[src/design/fcr_pkg.sv]
// Package for the floppy configuration register bank: offsets, resets, layouts.
// Assumes an 8-bit indexed configuration port in front of the bank.
package fcr_pkg;
    // ****************************************
    // Register offsets and reset values
    // ****************************************
    localparam logic [7:0] FCR_MODE_ADDR = 8'hF0;
    localparam logic [7:0] FCR_OPT_ADDR = 8'hF1;
    localparam logic [7:0] FCR_MODE_RST = 8'h0E;
    localparam logic [7:0] FCR_OPT_RST = 8'h00;
    localparam logic [7:0] FCR_MODE_WMASK = 8'hFF;
    localparam logic [7:0] FCR_OPT_WMASK = 8'hCC;

    // ****************************************
    // Field encodings
    // ****************************************
    localparam logic [1:0] FCR_IFACE_AT = 2'b11;
    localparam logic [1:0] FCR_IFACE_RSVD = 2'b10;
    localparam logic [1:0] FCR_IFACE_COMPAT2 = 2'b01;
    localparam logic [1:0] FCR_IFACE_COMPAT3 = 2'b00;
    localparam logic [1:0] FCR_DEN_FORCE_HI = 2'b10;
    localparam logic [1:0] FCR_DEN_FORCE_LO = 2'b11;

    // ****************************************
    // Core register offsets writable in shutdown
    // ****************************************
    localparam logic [2:0] FCR_DIGITAL_OUTPUT_REG = 3'h2;
    localparam logic [2:0] FCR_TAPE_DRIVE_REG = 3'h3;
    localparam logic [2:0] FCR_RATE_SELECT_REG = 3'h4;
    localparam logic [2:0] FCR_CONFIG_CONTROL_REG = 3'h7;

    // ****************************************
    // Register layouts, MSB first
    // ****************************************
    typedef struct packed {
        logic tristate;
        logic push_pull;
        logic shutdown;
        logic swap;
        logic encoding_ident;
        logic encoding_bit;
        logic non_burst;
        logic enhanced;
    } fcr_mode_type;

    typedef struct packed {
        logic [1:0] boot_drive;
        logic [1:0] rsvd_hi;
        logic [1:0] density_sel;
        logic [1:0] rsvd_lo;
    } fcr_opt_type;

    // Pins that stay driven during core shutdown
    typedef struct packed {
        logic density_out_1;
        logic density_out_0;
        logic motor_on_1_n;
        logic motor_on_0_n;
        logic drive_select_1_n;
        logic drive_select_0_n;
    } fcr_held_type;
endpackage

[src/design/fcr_top.sv]
// Floppy configuration register bank with the pin steering it controls.
// Assumes a synchronous register port, core pin values from the floppy core,
// and an external pad ring that resolves output enables onto the wires.
// Function
// - Defaults load only on hard reset: power-on or reset output; soft reset ignored.
// - Mode bit 0: 0 normal floppy mode, 1 enhanced mode 2.
// - Mode bit 1: 0 burst DMA, 1 non-burst DMA by default.
// - Mode bits 3:2 select interface compatibility mode; 11 AT default.
// - Mode bit 4 swaps drive-select and motor outputs of drives 0 and 1.
// - Mode bit 5 shuts core; only four core registers accept host writes.
// - In shutdown all floppy pins float except density, select and motor pins.
// - Mode bit 6: 0 open-drain outputs, 1 push-pull outputs.
// - Mode bit 7 tri-states the floppy outputs; clear keeps them active.
// - Output type and tri-state bits leave parallel-port floppy signals alone.
// - Option bits 3:2: 00/01 normal, 10 density forced 1, 11 forced 0.
// - Option bits 7:6 name the boot drive, 0 to 3.
//
// The implementer's own choice: the address-and-strobe port.
`timescale 1ns/1ps
`default_nettype none
module fcr_top #(
    parameter int N_OTHER = 4
) (
    input wire logic mclk_i,
    input wire logic rst_b_i,
    input wire logic hard_reset_output_n_i,
    input wire logic [7:0] addr_i,
    input wire logic [7:0] wdata_i,
    input wire logic wr_i,
    input wire logic rd_i,
    output logic [7:0] rdata_o,
    input wire logic core_wr_i,
    input wire logic [2:0] core_wr_offset_i,
    output logic core_wr_ok_o,
    input wire fcr_pkg::fcr_held_type core_held_i,
    input wire logic [N_OTHER-1:0] core_other_i,
    output fcr_pkg::fcr_held_type held_o,
    output fcr_pkg::fcr_held_type held_oe_o,
    output logic [N_OTHER-1:0] other_o,
    output logic [N_OTHER-1:0] other_oe_o,
    output fcr_pkg::fcr_held_type pp_held_o,
    output logic enhanced_mode_o,
    output logic non_burst_o,
    output logic [1:0] iface_mode_o,
    output logic core_shutdown_o,
    output logic [1:0] boot_drive_o
);
    import fcr_pkg::*;

    // ****************************************
    // Parameter check
    // ****************************************
    if (N_OTHER < 1) begin : g_chk
        $error("N_OTHER must be at least 1");
    end

    // ****************************************
    // Helpers
    // ****************************************
    // Driver data for one pin: open drain only ever drives low
    function automatic logic pin_data(input logic v, input logic pp);
        pin_data = pp ? v : 1'b0;
    endfunction

    // Driver enable for one pin
    function automatic logic pin_oe(input logic v, input logic pp, input logic act);
        pin_oe = act & (pp | ~v);
    endfunction

    // ****************************************
    // Registers
    // ****************************************
    fcr_mode_type mode_r;
    fcr_opt_type opt_r;
    logic [7:0] rdata_r;
    fcr_held_type held_r, held_oe_r, pp_r;
    logic [N_OTHER-1:0] other_r, other_oe_r;

    wire hard_clr = ~hard_reset_output_n_i;
    wire sel_mode = addr_i == FCR_MODE_ADDR;
    wire sel_opt = addr_i == FCR_OPT_ADDR;
    wire wr_mode = wr_i & sel_mode;
    wire wr_opt = wr_i & sel_opt;
    wire [7:0] mode_rd = mode_r & FCR_MODE_WMASK;
    wire [7:0] opt_rd = opt_r & FCR_OPT_WMASK;
    wire [7:0] rdata_nxt = !rd_i ? 8'h00 : sel_mode ? mode_rd : sel_opt ? opt_rd : 8'h00;

    always_ff @(posedge mclk_i or negedge rst_b_i) begin
        if (!rst_b_i) begin
            mode_r <= FCR_MODE_RST;
            opt_r <= FCR_OPT_RST;
        end else if (hard_clr) begin
            mode_r <= FCR_MODE_RST;
            opt_r <= FCR_OPT_RST;
        end else begin
            if (wr_mode) begin
                mode_r <= wdata_i & FCR_MODE_WMASK;
            end
            if (wr_opt) begin
                opt_r <= wdata_i & FCR_OPT_WMASK;
            end
        end
    end

    always_ff @(posedge mclk_i or negedge rst_b_i) begin
        if (!rst_b_i) begin
            rdata_r <= 8'h00;
        end else begin
            rdata_r <= rdata_nxt;
        end
    end
    assign rdata_o = rdata_r;

    // ****************************************
    // Configuration outputs
    // ****************************************
    assign enhanced_mode_o = mode_r.enhanced;
    assign non_burst_o = mode_r.non_burst;
    assign iface_mode_o = {mode_r.encoding_ident, mode_r.encoding_bit};
    assign core_shutdown_o = mode_r.shutdown;
    assign boot_drive_o = opt_r.boot_drive;

    // ****************************************
    // Core write gating in shutdown
    // ****************************************
    wire off_allowed = core_wr_offset_i == FCR_DIGITAL_OUTPUT_REG
        || core_wr_offset_i == FCR_TAPE_DRIVE_REG
        || core_wr_offset_i == FCR_RATE_SELECT_REG
        || core_wr_offset_i == FCR_CONFIG_CONTROL_REG;
    assign core_wr_ok_o = core_wr_i & (~mode_r.shutdown | off_allowed);

    // ****************************************
    // Pin steering
    // ****************************************
    wire den_hi = opt_r.density_sel == FCR_DEN_FORCE_HI;
    wire den_lo = opt_r.density_sel == FCR_DEN_FORCE_LO;
    wire den0 = den_hi ? 1'b1 : den_lo ? 1'b0 : core_held_i.density_out_0;
    wire den1 = den_hi ? 1'b1 : den_lo ? 1'b0 : core_held_i.density_out_1;
    fcr_held_type held_v;
    assign held_v.density_out_0 = den0;
    assign held_v.density_out_1 = den1;
    assign held_v.drive_select_0_n = mode_r.swap ? core_held_i.drive_select_1_n
        : core_held_i.drive_select_0_n;
    assign held_v.drive_select_1_n = mode_r.swap ? core_held_i.drive_select_0_n
        : core_held_i.drive_select_1_n;
    assign held_v.motor_on_0_n = mode_r.swap ? core_held_i.motor_on_1_n
        : core_held_i.motor_on_0_n;
    assign held_v.motor_on_1_n = mode_r.swap ? core_held_i.motor_on_0_n
        : core_held_i.motor_on_1_n;

    wire pp = mode_r.push_pull;
    wire held_act = ~mode_r.tristate;
    wire other_act = ~mode_r.tristate & ~mode_r.shutdown;
    fcr_held_type held_d_nxt, held_oe_nxt;
    logic [N_OTHER-1:0] other_nxt, other_oe_nxt;

    always_comb begin
        for (int i = 0; i < 6; i++) begin
            held_d_nxt[i] = pin_data(held_v[i], pp);
            held_oe_nxt[i] = pin_oe(held_v[i], pp, held_act);
        end
        for (int j = 0; j < N_OTHER; j++) begin
            other_nxt[j] = pin_data(core_other_i[j], pp);
            other_oe_nxt[j] = pin_oe(core_other_i[j], pp, other_act);
        end
    end

    always_ff @(posedge mclk_i or negedge rst_b_i) begin
        if (!rst_b_i) begin
            held_r <= '0;
            held_oe_r <= '0;
            other_r <= '0;
            other_oe_r <= '0;
            pp_r <= '1;
        end else begin
            held_r <= held_d_nxt;
            held_oe_r <= held_oe_nxt;
            other_r <= other_nxt;
            other_oe_r <= other_oe_nxt;
            pp_r <= held_v;
        end
    end
    assign held_o = held_r;
    assign held_oe_o = held_oe_r;
    assign other_o = other_r;
    assign other_oe_o = other_oe_r;
    assign pp_held_o = pp_r;
endmodule
`default_nettype wire

[config.mk]
export PLATFORM = sky130hd
export DESIGN_NAME = fcr_top
export DESIGN_NICKNAME = d
export VERILOG_FILES = /design/src/design/fcr_pkg.sv /design/src/design/fcr_top.sv
export SDC_FILE = /design/constraint.sdc
export NUM_CORES = 1
export LEC_CHECK = 0
export BUFFER_PORTS_ARGS = -buffer_cell sky130_fd_sc_hd__buf_2
export CORE_MARGIN = 2
export CORE_UTILIZATION = 44
export DETAILED_ROUTE_END_ITERATION = 10
export GPL_ROUTABILITY_DRIVEN = 0
export GPL_TIMING_DRIVEN = 0
export HOLD_SLACK_MARGIN = 0.12
export PLACE_DENSITY_LB_ADDON = 0.15
export SLEW_MARGIN = 20
export SYNTH_ARGS = -nofsm -noshare
export SYNTH_HDL_FRONTEND = slang
export SYNTH_SLANG_ARGS = --single-unit
export TNS_END_PERCENT = 5
[constraint.sdc]
create_clock -name mclk_i -period 1.3 [get_ports mclk_i]
set_input_delay 0.26 -clock mclk_i [delete_from_list [all_inputs] [get_ports mclk_i]]
set_output_delay 0.26 -clock mclk_i [all_outputs]
set_load 0.05 [all_outputs]
==> results.yml <==
timing:
  clock_skew_ns: 0.00401
  worst_slew_pin_slew_ns: 0.578
  fin_hold_ws_ns: 0.149
  period_share: 1.02
  finalSetupViolations: 2
  rsz0062_at_grt: "yes"
  fin_tns_setup_ns: -0.0303
  finalCriticalPeriod_ns: 1.32
  fmax_mhz: 755
  slew_violations: 0
  setup_ws_ns: -0.0248
  hold_viol: 0
  maxSlewHeadroom: 0.614
floorplanning:
  dieArea_mm2: 0.00460
  die_x_um: 67.8
  coreArea_mm2: 0.00397
  die_h_um: 67.8
  rows: 23
  io_pins: 77
  start_util: 0.451
cells_and_area:
  mostFrequentLayoutCells: "63 x buf_2, 36 x dfrtp_1, 20 x mux2i_1"
  multi_input_area_um2: 549
  area_delta_synth_final_pct: 34.4
  regArea_mm2: 0.00116
  design_area_mm2: 0.00241
  fin_nets: 264
  drive_gt1_frac: 0.439
  antenna-diode-count: 0
  final_common_cell: "buf_2"
  fillCellCount: 344
routing:
  via_count: 1322
  vias_per_cell: 4.72
  drt-total-wl_um: 3720
  wire_per_inst_um: 13.3
  ant_nets: 0
  drc: 0
  drtIter0Drc: 45
  firstDrtPassIters: 4
logic_synthesis:
  ys_types: 23
  synthXorXnorAreaFrac: 0.00489
  ys.flop_type: "dfrtp_1"
  synth_area_mm2: 0.00179
  synth_edf_count: 0
  synthCells: 147
  async_flop_share: 1.00
  synth_top_family_by_area: "simple AND/OR/NAND/NOR gates"
  synthesis.nets: 182
  synth_mux_area_frac: 0.112
  yosysSeqAreaShare: 0.649
  synth_area_per_cell_um2: 12.2
  synth_fa_ha_area_frac: 0
  yosysWarnings: 0
  synthSimpleGateAreaFrac: 0.146
  synth_compound_area_frac: 0.0377
  ys_seq_elements: 46
worst_setup_path:
  path_cells: "buf_6 -> buf_8"
  crit_required_ns: 1.04
  crit_arrival_ns: 1.06
  cp_max_fo: 3
  reg2reg_from: "mode_r[7]"
  cp-start-kind: "register"
  crit_family: "flip-flops"
  max_stage_delay_ns: 0.55
  slowest_stage: "dfstp_2"
  cp-startpoint: "iface_mode_o[1]"
  critPathCaptureType: "output port"
  critical_path_class: "register to output port"
  path_buf_inv: 2
hold_path:
  min_path_type: "input pin to register"
  hp-start: "core_other_i[2]"
clock_tree:
  cts_num_sinks: 46
  clockBufferDepth: 2
  cts-buffers-inserted: 5
  cts_root_buf: "clkbuf_8"
  clk_pin_slew_ns: 0.08
  clock_latency_ns: 0.29
  htreeDepth: 2
  cts_tree: "done"
grt:
  grt_pass1_vias: 1266
  grt_use_total: 0.173
  grt_antenna_before_repair: 0
  grt-ovfl-total: 0
  grt_pass1_wl_um: 5640
  grt_max_degree: 47
run_status:
  violations: "setup timing"
  outcome: "finished with violations"
placed_design:
  io_buffers: 75
  dp_hpwl_um: 2770
  placed_area_mm2: 0.00224
pwr:
  p_leak_nw: 1.28
  power.density_mw_per_mm2: 1090
  peakVddDrop_mv: 0.471
job:
  max_cap_violations: 0
-- cells by family after synthesis --
| group | after synthesis |
|---|---|
| AND/OR/NAND/NOR | 49 |
| flip-flops | 46 |
| multiplexers | 20 |
| buffers and inverters | 18 |
| AO/OA/AOI/OAI | 13 |
| XOR/XNOR | 1 |
-- cell type report --
type                            count  area share
Buffer                              9      0.0244
Sequential cell                    46       0.483
Clock inverter                      1     0.00208
Multi-Input combinational cell     83       0.228
Clock buffer                        7      0.0359
Timing Repair Buffer               77       0.189
Tap cell                           50      0.0260
Inverter                            7      0.0109
-- synth_stat cells (2+ instances only) --
cell	count	share of area
and2_1	10	0.035
nor2b_1	7	0.024
inv_1	7	0.015
clkbuf_1	5	0.010
buf_4	4	0.017
nor2_1	8	0.017
o21ai_0	2	0.0056
a21oi_1	10	0.028
dfrtp_1	37	0.52
and4b_1	2	0.011
dfstp_2	9	0.13
nand2_1	16	0.034
mux2i_1	20	0.11
-- layer usage --
metal	wire (um)	vias to the layer above	track usage
met1	1550	625	0.199
met3	282	4	0.0526
li1	-	638	-
met4	43	0	0.0750
met5	0	-	0
met2	1850	55	0.297
-- flip-flops by register name (all words and copies together) (netlist names), 2 cells and up --
name	cells
boot_drive_o	2
held_oe_o	6
other_o	4
iface_mode_o	2
mode_r	2
opt_r	2
rdata_o	8
other_oe_o	4
pp_held_o	6
held_o	6
-- where the power goes --
part / internal [mW] / switching (mW) / total [mW]
registers: 1.46 / 0.00831 / 1.47
clock network: 0.429 / 0.433 / 0.862
logic: 0.0966 / 0.197 / 0.293
total: 1.99 / 0.638 / 2.63
-- timing repair --
item | in CTS | in global routing
setup buffers | 1 | 0
hold endpoints to repair | 0 | 37
endpoints found under the setup margin | 12 | 15
gates resized for setup | 19 | 5
hold buffers | 0 | 1
-- metrics by stage --
stage               cells  power (mW)  worst slack [ns]  utilization
finish                280        2.63           -0.0248        0.606
floorplan             147        1.66            0.0316            -
global placement      272        1.77          -0.00836        0.564
detailed placement    272        1.78           -0.0415        0.564
CTS                   280        2.67           -0.0428        0.601
global route          280        2.77           -0.0745        0.606
-- final timing paths --
kind                                   endpoint  slack, ns  cells after the start
worst max-delay path            iface_mode_o[1]      -0.02                      2
worst min-delay path              other_oe_o[2]       0.15                      2
worst max register to register    other_oe_o[3]       0.16                      3
min in group asynchronous             held_o[1]       0.52                      2
max in group asynchronous       core_shutdown_o       0.37                      2
worst min register to register       rdata_o[0]       0.52                      1
No activity file was read; power rests on OpenSTA's default activity.
